### src/hdl/annunciator_defs.svh
// timing and layout constants for the cabinet alarm annunciator
// assumes a 100 MHz system clock
`ifndef ANNUNCIATOR_DEFS_SVH
`define ANNUNCIATOR_DEFS_SVH

`define CLK_PERIOD_NS      10
`define TICK_MS            100
`define TICK_CYCLES_DEF    ((`TICK_MS * 1000000) / `CLK_PERIOD_NS)
`define QUALIFY_S          10
`define QUALIFY_TICKS      ((`QUALIFY_S * 1000) / `TICK_MS)
`define STEADY_S           30
`define STEADY_TICKS       ((`STEADY_S * 1000) / `TICK_MS)
`define BEEP_PERIOD_S      10
`define BEEP_PERIOD_TICKS  ((`BEEP_PERIOD_S * 1000) / `TICK_MS)
`define BEEP_LEN_TICKS     2
`define SLOW_BLINK_TICKS   5
`define FAST_BLINK_TICKS   1
`define FAULT_COUNT        5
`define FAULT_LOW          0
`define FAULT_HIGH         1
`define FAULT_MOTOR        2
`define FAULT_UV           3
`define FAULT_POWER        4
`define BAR_WIDTH          8

`endif

### src/hdl/annunciator_pkg.sv
// types shared by the cabinet alarm annunciator
// assumes annunciator_defs.svh for sizes
`include "annunciator_defs.svh"

package annunciator_pkg;

   typedef struct packed {
      logic airflowLow;
      logic airflowHigh;
      logic motorStalled;
      logic uvLampWorn;
   } fault_in_type;

   typedef struct packed {
      logic blowerOn;
      logic lightOn;
      logic uvOn;
      logic windowClosed;
      logic uvOverride;
   } command_type;

   typedef struct packed {
      logic                    alarmRed;
      logic                    blowerGreen;
      logic                    blowerRed;
      logic                    lightBlue;
      logic                    uvYellow;
      logic [`BAR_WIDTH-1:0]   barRed;
      logic [`BAR_WIDTH-1:0]   barAll;
   } led_type;

   typedef enum logic [1:0] {
      BUZ_IDLE   = 2'b00,
      BUZ_STEADY = 2'b01,
      BUZ_BEEP   = 2'b10
   } buzz_state_type;

endpackage : annunciator_pkg

### src/hdl/fault_qualifier.sv
// one fault qualifier: a condition must hold for the qualify time before it is passed on
// assumes the slow tick pulse from the annunciator timebase
`timescale 1ns/10ps
`default_nettype none

`include "annunciator_defs.svh"

module fault_qualifier (
   // clock and reset
   input  wire logic clk,
   input  wire logic rst_n,
   // timing
   input  wire logic tick,
   // condition
   input  wire logic condition,
   output var  logic qualified
);

   localparam int QW = $clog2(`QUALIFY_TICKS + 1);

   logic [QW-1:0] count_reg;
   logic [QW-1:0] count_next;
   wire           reached = (count_reg == QW'(`QUALIFY_TICKS));

   // a dropout restarts the count
   assign count_next = !condition ? '0 :
                       (tick && !reached) ? count_reg + QW'(1) : count_reg;

   always_ff @(posedge clk) begin
      if (!rst_n) count_reg <= '0;
      else count_reg <= count_next;
   end

   assign qualified = reached && condition;
endmodule // fault_qualifier

`default_nettype wire

### src/hdl/cabinet_alarm_annunciator.sv
// cabinet alarm annunciator: fault qualification, buzzer cadence and indicator LEDs
// assumes keypad and sensor inputs synchronous to clk; LEDs and buzzer driven directly
`timescale 1ns/10ps
`default_nettype none

`include "annunciator_defs.svh"

// Notes on behaviour
// - a fault is annunciated only after holding for at least ten seconds without a break.
// - once annunciated the buzzer sounds steadily for thirty seconds, then beeps once each ten seconds.
// - an annunciated error stays latched after its cause has gone until it is cleared.
// - turning the blower off and on again, or a power cycle, clears latched errors.
// - after a power interruption the red alarm light blinks until any key is pressed.
// - a worn UV lamp blinks the UV key light fast with the red alarm, until the run time is cleared.
// - low airflow lights the leftmost red bar segment and the red alarm.
// - high airflow lights the rightmost red bar segment and the red alarm.
// - after new firmware is loaded every bar segment blinks until any key is pressed or the blower is cycled.
// - lost motor speed pulses blink the red blower key light and assert the red alarm.
// - green, blue and yellow key lights follow blower, light and UV commands.
// - after reset all indications and outputs start from their power-up state.
// - the UV lamp is allowed on only with the window closed, unless the service override is set.
module cabinet_alarm_annunciator
   import annunciator_pkg::*;
#(
   parameter int TICK_CYCLES = `TICK_CYCLES_DEF
) (
   // clock and reset
   input  wire logic                         clk,
   input  wire logic                         rst_n,
   // sensors and events
   input  wire annunciator_pkg::fault_in_type faults,
   input  wire logic                         powerRestored,
   input  wire logic                         firmwareLoaded,
   input  wire logic                         uvRuntimeClear,
   input  wire logic                         anyKey,
   // commands
   input  wire annunciator_pkg::command_type commands,
   // operator outputs
   output var  annunciator_pkg::led_type     leds,
   output var  logic                         buzzer,
   output var  logic                         uvLampEnable
);
   import annunciator_pkg::*;

   // ------------------------------------------------------------
   // timebase
   // ------------------------------------------------------------
   logic [31:0] divCount_reg;
   wire         tick = (divCount_reg == 32'(TICK_CYCLES - 1));

   always_ff @(posedge clk) begin
      if (!rst_n) divCount_reg <= 32'h0000_0000;
      else if (tick) divCount_reg <= 32'h0000_0000;
      else divCount_reg <= divCount_reg + 32'h0000_0001;
   end

   logic [3:0] blinkCount_reg;
   logic       slowBlink_reg;
   logic       fastBlink_reg;

   always_ff @(posedge clk) begin
      if (!rst_n) begin
         blinkCount_reg <= 4'h0;
         slowBlink_reg  <= 1'b0;
         fastBlink_reg  <= 1'b0;
      end else if (tick) begin
         fastBlink_reg  <= ~fastBlink_reg;
         blinkCount_reg <= (blinkCount_reg == 4'(`SLOW_BLINK_TICKS - 1)) ? 4'h0
                           : blinkCount_reg + 4'h1;
         if (blinkCount_reg == 4'(`SLOW_BLINK_TICKS - 1)) slowBlink_reg <= ~slowBlink_reg;
      end
   end

   // ------------------------------------------------------------
   // fault qualification
   // ------------------------------------------------------------
   logic [`FAULT_COUNT-1:0] rawFault;
   logic [`FAULT_COUNT-1:0] qualFault;

   assign rawFault[`FAULT_LOW]   = faults.airflowLow;
   assign rawFault[`FAULT_HIGH]  = faults.airflowHigh;
   assign rawFault[`FAULT_MOTOR] = faults.motorStalled;
   assign rawFault[`FAULT_UV]    = faults.uvLampWorn;
   assign rawFault[`FAULT_POWER] = 1'b0;
   assign qualFault[`FAULT_POWER] = 1'b0;

   genvar g;
   generate
      for (g = 0; g < `FAULT_POWER; g++) begin : gQual
         fault_qualifier uQual (
            .clk       (clk),
            .rst_n     (rst_n),
            .tick      (tick),
            .condition (rawFault[g]),
            .qualified (qualFault[g])
         );
      end
   endgenerate

   // ------------------------------------------------------------
   // latched errors
   // ------------------------------------------------------------
   logic                    blowerOnPrev_reg;
   wire                     blowerCycle = commands.blowerOn && !blowerOnPrev_reg;
   logic [`FAULT_COUNT-1:0] latched_reg;
   logic [`FAULT_COUNT-1:0] latched_next;
   logic [`FAULT_COUNT-1:0] clearMask;

   always_comb begin
      clearMask = {`FAULT_COUNT{blowerCycle}};
      clearMask[`FAULT_UV]    = blowerCycle || uvRuntimeClear;
      clearMask[`FAULT_POWER] = anyKey;
   end

   // a new event wins over a clear in the same cycle
   always_comb begin
      latched_next = (latched_reg & ~clearMask) | qualFault;
      latched_next[`FAULT_POWER] = powerRestored
                                   || (latched_reg[`FAULT_POWER] && !anyKey);
   end

   always_ff @(posedge clk) begin
      if (!rst_n) begin
         latched_reg      <= '0;
         blowerOnPrev_reg <= 1'b0;
      end else begin
         latched_reg      <= latched_next;
         blowerOnPrev_reg <= commands.blowerOn;
      end
   end

   logic fwAck_reg;
   always_ff @(posedge clk) begin
      if (!rst_n) fwAck_reg <= 1'b0;
      else if (firmwareLoaded) fwAck_reg <= 1'b1;
      else if (anyKey || blowerCycle) fwAck_reg <= 1'b0;
   end

   // ------------------------------------------------------------
   // buzzer cadence
   // ------------------------------------------------------------
   wire [`FAULT_COUNT-1:0] newAlarm = qualFault & ~latched_reg;
   wire                    anyAudible = |latched_reg[`FAULT_UV:0];
   buzz_state_type         buzz_reg;
   buzz_state_type         buzz_next;
   logic [8:0]             buzzTicks_reg;
   logic [8:0]             buzzTicks_next;

   always_comb begin
      buzz_next      = buzz_reg;
      buzzTicks_next = tick ? buzzTicks_reg + 9'h001 : buzzTicks_reg;
      unique case (buzz_reg)
         BUZ_IDLE: begin
            buzzTicks_next = 9'h000;
            if (|newAlarm) buzz_next = BUZ_STEADY;
         end
         BUZ_STEADY: begin
            if (!anyAudible) buzz_next = BUZ_IDLE;
            else if (tick && buzzTicks_reg == 9'(`STEADY_TICKS - 1)) begin
               buzz_next      = BUZ_BEEP;
               buzzTicks_next = 9'h000;
            end
         end
         BUZ_BEEP: begin
            if (!anyAudible) buzz_next = BUZ_IDLE;
            else if (|newAlarm) begin
               buzz_next      = BUZ_STEADY;
               buzzTicks_next = 9'h000;
            end else if (tick && buzzTicks_reg == 9'(`BEEP_PERIOD_TICKS - 1))
               buzzTicks_next = 9'h000;
         end
         default: buzz_next = BUZ_IDLE;
      endcase
   end

   always_ff @(posedge clk) begin
      if (!rst_n) begin
         buzz_reg      <= BUZ_IDLE;
         buzzTicks_reg <= 9'h000;
      end else begin
         buzz_reg      <= buzz_next;
         buzzTicks_reg <= buzzTicks_next;
      end
   end

   wire buzzOn = (buzz_reg == BUZ_STEADY)
                 || (buzz_reg == BUZ_BEEP && buzzTicks_reg < 9'(`BEEP_LEN_TICKS));

   // ------------------------------------------------------------
   // indicator drive
   // ------------------------------------------------------------
   wire uvAllowed = commands.windowClosed || commands.uvOverride;
   led_type ledsNext;

   always_comb begin
      ledsNext             = '0;
      ledsNext.blowerGreen = commands.blowerOn;
      ledsNext.lightBlue   = commands.lightOn;
      ledsNext.uvYellow    = commands.uvOn && !latched_reg[`FAULT_UV];
      if (latched_reg[`FAULT_UV]) ledsNext.uvYellow = fastBlink_reg;
      ledsNext.blowerRed   = latched_reg[`FAULT_MOTOR] && slowBlink_reg;
      ledsNext.barRed[`BAR_WIDTH-1] = latched_reg[`FAULT_LOW];
      ledsNext.barRed[0]            = latched_reg[`FAULT_HIGH];
      ledsNext.barAll = {`BAR_WIDTH{fwAck_reg && slowBlink_reg}};
      ledsNext.alarmRed = |latched_reg[`FAULT_UV:0]
                          || (latched_reg[`FAULT_POWER] && slowBlink_reg);
   end

   always_ff @(posedge clk) begin
      if (!rst_n) begin
         leds         <= '0;
         buzzer       <= 1'b0;
         uvLampEnable <= 1'b0;
      end else begin
         leds         <= ledsNext;
         buzzer       <= buzzOn;
         uvLampEnable <= commands.uvOn && uvAllowed;
      end
   end
endmodule // cabinet_alarm_annunciator

`default_nettype wire

### config.mk
export PLATFORM = sky130hd
export DESIGN_NAME = cabinet_alarm_annunciator
export DESIGN_NICKNAME = d
export VERILOG_FILES = /design/src/hdl/annunciator_pkg.sv /design/src/hdl/fault_qualifier.sv /design/src/hdl/cabinet_alarm_annunciator.sv
export VERILOG_INCLUDE_DIRS = /design/src /design/src/hdl
export SDC_FILE = /design/constraint.sdc
export NUM_CORES = 1
export LEC_CHECK = 0
export ABC_AREA = 1
export BUFFER_PORTS_ARGS = -buffer_cell sky130_fd_sc_hd__buf_2
export CAP_MARGIN = 20
export CORE_MARGIN = 4
export CORE_UTILIZATION = 60
export CTS_BUF_LIST = sky130_fd_sc_hd__clkbuf_8 sky130_fd_sc_hd__clkbuf_16
export DETAILED_ROUTE_END_ITERATION = 8
export PLACE_DENSITY = 0.88
export SKIP_LAST_GASP = 1
export SLEW_MARGIN = 20
export SYNTH_ARGS = -nofsm -noshare
export SYNTH_HDL_FRONTEND = slang
export SYNTH_SLANG_ARGS = --single-unit
### constraint.sdc
create_clock -name clk -period 2.4 [get_ports clk]
set_input_delay 0.48 -clock clk [delete_from_list [all_inputs] [get_ports clk]]
set_output_delay 0.48 -clock clk [all_outputs]
set_load 0.05 [all_outputs]
==> results of run 1 <==
## final cells by class
class / count / area [sq um]
Fill cell: 701 / 2769
Clock buffer: 9 / 123.9
Clock inverter: 7 / 80.08
Tap cell: 105 / 131.4
Timing Repair Buffer: 33 / 182.7
Inverter: 92 / 365.4
Multi-Input combinational cell: 521 / 2744
Sequential cell: 93 / 1862
## logic make-up (layout without fill, tap and decap cells)
| kind of cell | count (synthesis) | count (layout) | synth area share |
|---|---|---|---|
| and+or+nand+nor | 383 | 383 | 0.3579 |
| buffers and inverters | 114 | 141 | 0.1006 |
| DFF | 93 | 93 | 0.3651 |
| AOI/OAI and AO/OA | 82 | 82 | 0.08072 |
| xor gates and xnor gates | 37 | 37 | 0.06354 |
| adders and majority gates | 12 | 12 | 0.02944 |
| other | 1 | 6 | 0.0007353 |
| muxes | 1 | 1 | 0.001963 |
## layout by cell type (no fill, tap or decap), types with 2 or more instances in the layout
master,n
nor3b_1,3
xnor2_1,10
o21ai_1,2
clkinv_4,5
nand2_1,175
nor2_4,3
dfxtp_1,93
o21ai_0,21
or2_2,2
nand3_4,4
nor2_2,5
xor2_1,27
inv_1,78
nand4_2,2
inv_6,3
nor2_8,2
clkinv_1,2
clkinvlp_4,2
nor4_1,2
nand4_1,23
nor3b_2,2
a21oi_1,58
nor3_2,2
buf_2,31
nand3_1,31
clkbuf_8,9
inv_2,8
ha_1,12
nor2_1,88
nand3b_1,4
nor3_1,21
conb_1,6
nand2_2,9
## power by group
| group | total, uW | switching (uW) | leakage [uW] | internal, uW |
|---|---|---|---|---|
| registers | 1560 | 5.67 | 0.000751 | 1550 |
| clock network | 1080 | 588 | 0.0000968 | 494 |
| logic | 103 | 78.1 | 0.00118 | 24.7 |
## worst paths after layout
kind,start,to,cells after the start
min,commands[3],leds[17],3
max reg2reg,divCount_reg[0],divCount_reg[11],9
min reg2reg,latched_reg[1],leds[8],2
max,divCount_reg[0],divCount_reg[11],9
## metrics by stage
stage	power (uW)	area, sq um	hold WS [ps]	std cells
floorplan	1672	5119	409.1	728
global placement	1691	5285	431.5	844
detailed placement	1695	5285	439.5	844
CTS	2767	5489	282.2	860
global route	2835	5489	275.3	860
finish	2743	5489	291.9	860
## per-layer routing
metal | up-vias | wire length (um)
li1 | 2353 | -
met1 | 2114 | 4812
met2 | 123 | 5501
met3 | 23 | 583
met4 | 0 | 227
met5 | - | 0
## critical path: cells and delay by family, from the launching register on
kind | cells | cell delay [ps]
flops | 1 | 370
fa+ha+maj | 1 | 230
simple gates | 7 | 1120
buf+inv | 1 | 200
==> metrics.md, run 1 <==
| Metric | Value |
|---|---|
| Status | `completed` |
| Total number of vias | `about 4.6k` |
| Post-CTS Setup Bufs | `0` |
| Max reg flops | `32` |
| Initial Util | `0.6176` |
| Post-synth EDFFs | `0` |
| Async S/R FF share, synth | `0` |
| Vias in the first global route | `4365` |
| Area grow syn2layout | `7.630%` |
| Synth area leader | `dfxtp_1` |
| Initial DRC count | `314` |
| I/O pins | `38` |
| CP Class | `reg2reg` |
| Worst Setup End Kind | `flop` |
| TNS Setup | `0 ps` |
| First-pass GRT wire length | `19.19 mm` |
| RSZ-0062 raised after global routing | `no` |
| Final worst path period need | `just over 2000 ps` |
| Crit-path slowest cell | `dfxtp_1` |
| Setup Skew | `7.852 ps` |
| Unique cell type count in the Yosys netlist | `40` |
| Die Wd | `100.2 um` |
| Ant diodes | `0` |
| Main area contributors after synthesis | `dfxtp_1 (37%), nand2_1 (13%), nor2_1 (6.5%)` |
| Utilization after layout | `0.6647` |
| Final WS setup | `380.5 ps` |
| Largest net degree at the start of global routing | `18` |
| Met3 GRT Util | `0.04100` |
| Pwr dens | `499.6 nW/um^2` |
| Synth Register Bits | `93` |
| Share of post-route cells with drive strength above 1 | `0.1258` |
| Max rail drop VDD | `0.3565 mV` |
| Reg clk slew, reported paths | `90 ps` |
| Clock sink total | `between 90 and 100` |
| GRT Total Usage | `0.2337` |
| CTS root buf | `clkbuf_8` |
| Reg2reg setup slack | `380 ps` |
| DR pass1 iterations | `5` |
| I/O Buffers | `31` |
| Gpl congestion | `between 0.9 and 1` |
| Mapped Cells | `723` |
| Gr ovfl total | `0` |
| Met2 usage | `0.4006` |
| Clk buf depth | `2` |
| Cts-stage hold buffer count | `0` |
| Setup Viol. Count Final | `0` |
| CTS tree | `yes` |
| Slew Viols, Final | `0` |
| H-tree Lvls | `3` |
| Worst-Margin Slew | `576.7 ps` |
| Netlist Area Pre-Place | `5100 sq um` |
| DRC Markers | `0` |
| Grt met1 use | `0.2951` |
| Busiest layer in global routing | `met2` |
| Critical path launch point type | `flop` |
| Max-Cap Viols | `0` |
| Most frequently used flop master after synthesis | `dfxtp_1` |
| Top-count cell post-synth | `nand2_1` |
| NumNets Final | `approximately 780` |
| CP Data Required Time | `2660 ps` |
| Crit path cell chain | `ha_1 -> nand2_2 -> nor2_4 -> nand3_1 -> nor2_1 -> nand2_2 -> nand2_2 -> buf_12 -> nor2_1` |
| Final cycle utilization of the critical path | `0.8414` |
| Core outline area | `slightly above 8000 sq um` |
| Row count | `33` |
| Mean Syn Cell Area | `roughly 7 sq um` |
| Most used cell, CP | `nand2_2` |
| Clock Latency Late Sink | `370 ps` |
| Final Hold Vio Count | `0` |
| Cts bufs inserted | `9` |
| LEAKAGE | `0.002032 uW` |
| Vias per cell | `approximately 5.4` |
| Placed wire-length estimate | `8.448 mm` |
| Area of the die | `10040 sq um` |
| Worst EP arrival | `2280 ps` |
| Register area share after synthesis | `0.3651` |
| Crit path max fanout | `17` |
| Yosys Warn Count | `0` |
| Initial antenna violation count | `0` |
| Relative slew slack | `0.6126` |
| Post_cts resized | `0` |
| WL final | `11.13 mm` |
| Highest clock rate | `0.4952 GHz` |
| Worst hold path type | `in2reg` |
| Synth cell count leaders | `nand2_1 (175), dfxtp_1 (93), nor2_1 (88), inv_1 (78), a21oi_1 (58)` |
| CP max stage delay | `370 ps` |
| DR WL/cell | `12.94 um` |
| Chip height | `100.2 um` |
| Routed Antenna Nets | `0` |
| Yosys top cell area share | `0.3651` |
| Setup Slack @ Placement | `451.4 ps` |
No activity file was read; power rests on OpenSTA's default activity.
==> run 2: changes to the inputs <==
- CORE_UTILIZATION: 60 -> 55
- PLACE_DENSITY: 0.88 -> 0.85
- clock period: 2.4 -> 1.7 ns (I/O delays scaled with it)
==> metrics.md, run 2 (same netlist as run 1, synthesis figures left out) <==
| Metric | Value |
|---|---|
| Reg clk slew, reported paths | `100 ps (about the same)` |
| Relative slew slack | `0.6648 (+0.05222)` |
| Ant diodes | `0 (unchanged)` |
| Area grow syn2layout | `17.44%` |
| Cts bufs inserted | `9 (unchanged)` |
| Hold Path Sink | `leds[17]` |
| Design area | `5989 sq um (+9.1%)` |
| Most frequent cells in the layout | `nand2_1 (158), dfxtp_1 (87), nor2_1 (79)` |
| Final WS setup | `-59.92 ps (-440.5 ps)` |
| Clk buf depth | `2 (unchanged)` |
| I/O pins | `38 (unchanged)` |
| Setup Skew | `13.57 ps (+5.719 ps)` |
| Area of the die | `10880 sq um (+8.4%)` |
| Worst hold path type | `in2reg` |
| Worst Setup End Kind | `flop` |
| Die Wd | `104.3 um (+4.1%)` |
| Failing checks | `negative setup slack` |
| Flop pwr share | `0.582 (+0.014)` |
| Crit path max fanout | `5 (-12)` |
| Initial Util | `0.5736 (-0.04398)` |
| Clock Latency Late Sink | `370 ps (about the same)` |
| Final worst path period need | `1760 ps (-259.5 ps)` |
| DR WL/cell | `13.96 um (+7.9%)` |
| Row count | `34 (+3.0%)` |
| Post-DP Area | `5461 sq um (+3.3%)` |
| First-pass GRT wire length | `19.44 mm (+1.3%)` |
| Reg2reg setup slack | `-60 ps (-440 ps)` |
| Slew Viols, Final | `0 (unchanged)` |
| I/O Buffers | `31 (unchanged)` |
| Largest net degree at the start of global routing | `19 (+1)` |
| Hold Path Cell Cnt | `3 (unchanged)` |
| Sw Ratio | `0.2637 (+0.01855)` |
| R2R depth | `9 (unchanged)` |
| DRC Markers | `0 (unchanged)` |
| Max reg flops | `32 (unchanged)` |
| Critical path launch point type | `flop` |
| Share of post-route cells with drive strength above 1 | `0.2322 (+0.1064)` |
| CP Data Required Time | `1960 ps (-700 ps)` |
| Logic pwr share | `0.043 (+0.006)` |
| Final Hold Vio Count | `0 (unchanged)` |
| Initial antenna violation count | `0 (unchanged)` |
| Utilization after layout | `0.6737 (+0.008959)` |
| Highest clock rate | `0.5682 GHz (+15%)` |
| Pint | `2786 uW (+35%)` |
| Core outline area | `8891 sq um (+7.7%)` |
| WL final | `12.50 mm (+12%)` |
| H-tree Lvls | `3 (unchanged)` |
| Gr ovfl total | `0 (unchanged)` |
| Total number of vias | `4845 (+5.0%)` |
| GRT Total Usage | `0.2130 (-0.02068)` |
| DR pass1 iterations | `5 (unchanged)` |
| Final cycle utilization of the critical path | `1.035 (+0.1938)` |
| CP Class | `reg2reg` |
| Clk pwr share | `0.375 (-0.020)` |
| CTS tree | `yes` |
| Max-Cap Viols | `0 (unchanged)` |
| Worst hold start | `commands[3]` |
| CTS root buf | `clkbuf_8` |
| Clock sink total | `93 (unchanged)` |
| Vias per cell | `5.407 (+0.81%)` |
| Max rail drop VDD | `0.3751 mV (+5.2%)` |
| Routed Antenna Nets | `0 (unchanged)` |
| TNS Setup | `-399.5 ps (-399.5 ps)` |
| Net Sw Power | `997.5 uW (+48%)` |
| Status | `complete, but fails checks` |
| Pwr dens | `631.6 nW/um^2 (+26%)` |
| RSZ-0062 raised after global routing | `yes` |
| Gpl congestion | `0.9477 (+2.7%)` |
| Worst-Margin Slew | `498.2 ps (-78.48 ps)` |
| NumNets Final | `810 (+4.2%)` |
| Placed wire-length estimate | `8.745 mm (+3.5%)` |
| Vias in the first global route | `4416 (+1.2%)` |
| Worst EP arrival | `2020 ps (-260 ps)` |
| RR Startpoint | `divCount_reg[1]` |
| LEAKAGE | `0.002315 uW (+14%)` |
| Initial DRC count | `393 (+25%)` |
| Chip height | `104.3 um (+4.1%)` |
| Commonest non-fill, non-tap cell in the layout | `nand2_1` |
| Setup Viol. Count Final | `22 (+22)` |
| R2r endpoint | `gQual[0].uQual.count_reg[0]` |
run 2: layer usage:
layer	up-vias	routed length, um	part of all wire	track usage
li1	2412	-	-	-
met1	2231	5363	0.43	0.2728
met2	172	6069	0.49	0.3621
met3	30	759	0.061	0.02855
met4	0	312	0.025	0.08357
met5	-	0	0	0
run 2: repair_timing:
item                       4_1_cts  5_1_grt
gates resized for setup          2       75
hold buffers                     0        0
buffers inserted                 0        9
setup endpoints to repair       47       74
gates cloned                     0        1
pin swaps                        4       23
run 2: cell type report:
| type | count | area, sq um |
|---|---|---|
| sequential | 93 | 1869 |
| fill | 677 | 2902 |
| clock buffer | 9 | 123.9 |
| inverter | 92 | 367.9 |
| tap | 108 | 135.1 |
| multi-input combinational | 522 | 2988 |
| clock inverter | 7 | 58.81 |
| timing repair buffer | 65 | 446.7 |
run 2: worst max-delay path by stage:
stage                    start                           to  slack, ps  cells after the start
6_report       divCount_reg[1]  gQual[0].uQual.count_reg[0]        -60                      9
2_1_floorplan  divCount_reg[0]             buzzTicks_reg[8]        130                     10
3_3_place_gp   divCount_reg[0]             buzzTicks_reg[5]         40                     10
3_5_place_dp   divCount_reg[1]             buzzTicks_reg[0]        -50                      9
5_1_grt        divCount_reg[1]  gQual[3].uQual.count_reg[4]       -160                      9
4_1_cts        divCount_reg[1]  gQual[2].uQual.count_reg[1]         -2                      9
run 2: worst max-delay path: stages, from the launching register on:
cell	delay, ps
dfxtp_2	370
ha_4	160
nand2_4	60
nor2_4	210
nand4_4	150
nor2_8	250
nand3_4	160
buf_4	180
nand2_1	80
a21oi_2	60
run 2: power by group through the flow:
| stage | registers (uW) | logic (uW) | clock network, uW |
|---|---|---|---|
| floorplan | 2260 | 99.9 | 0 |
| global placement | 2250 | 148 | 0 |
| CTS | 2200 | 153 | 1420 |
| finish | 2200 | 163 | 1420 |
| global route | 2200 | 175 | 1530 |
| detailed placement | 2250 | 152 | 0 |
run 2: per-stage QoR:
stage               hold slack [ps]  total power [uW]  std cells  worst slack [ps]
floorplan                     409.1              2361        728             131.0
global placement              440.4              2396        870             44.07
detailed placement            432.2              2401        870            -52.81
CTS                           145.4              3772        886            -1.739
global route                  161.3              3909        896            -158.9
finish                        146.6              3783        896            -59.92
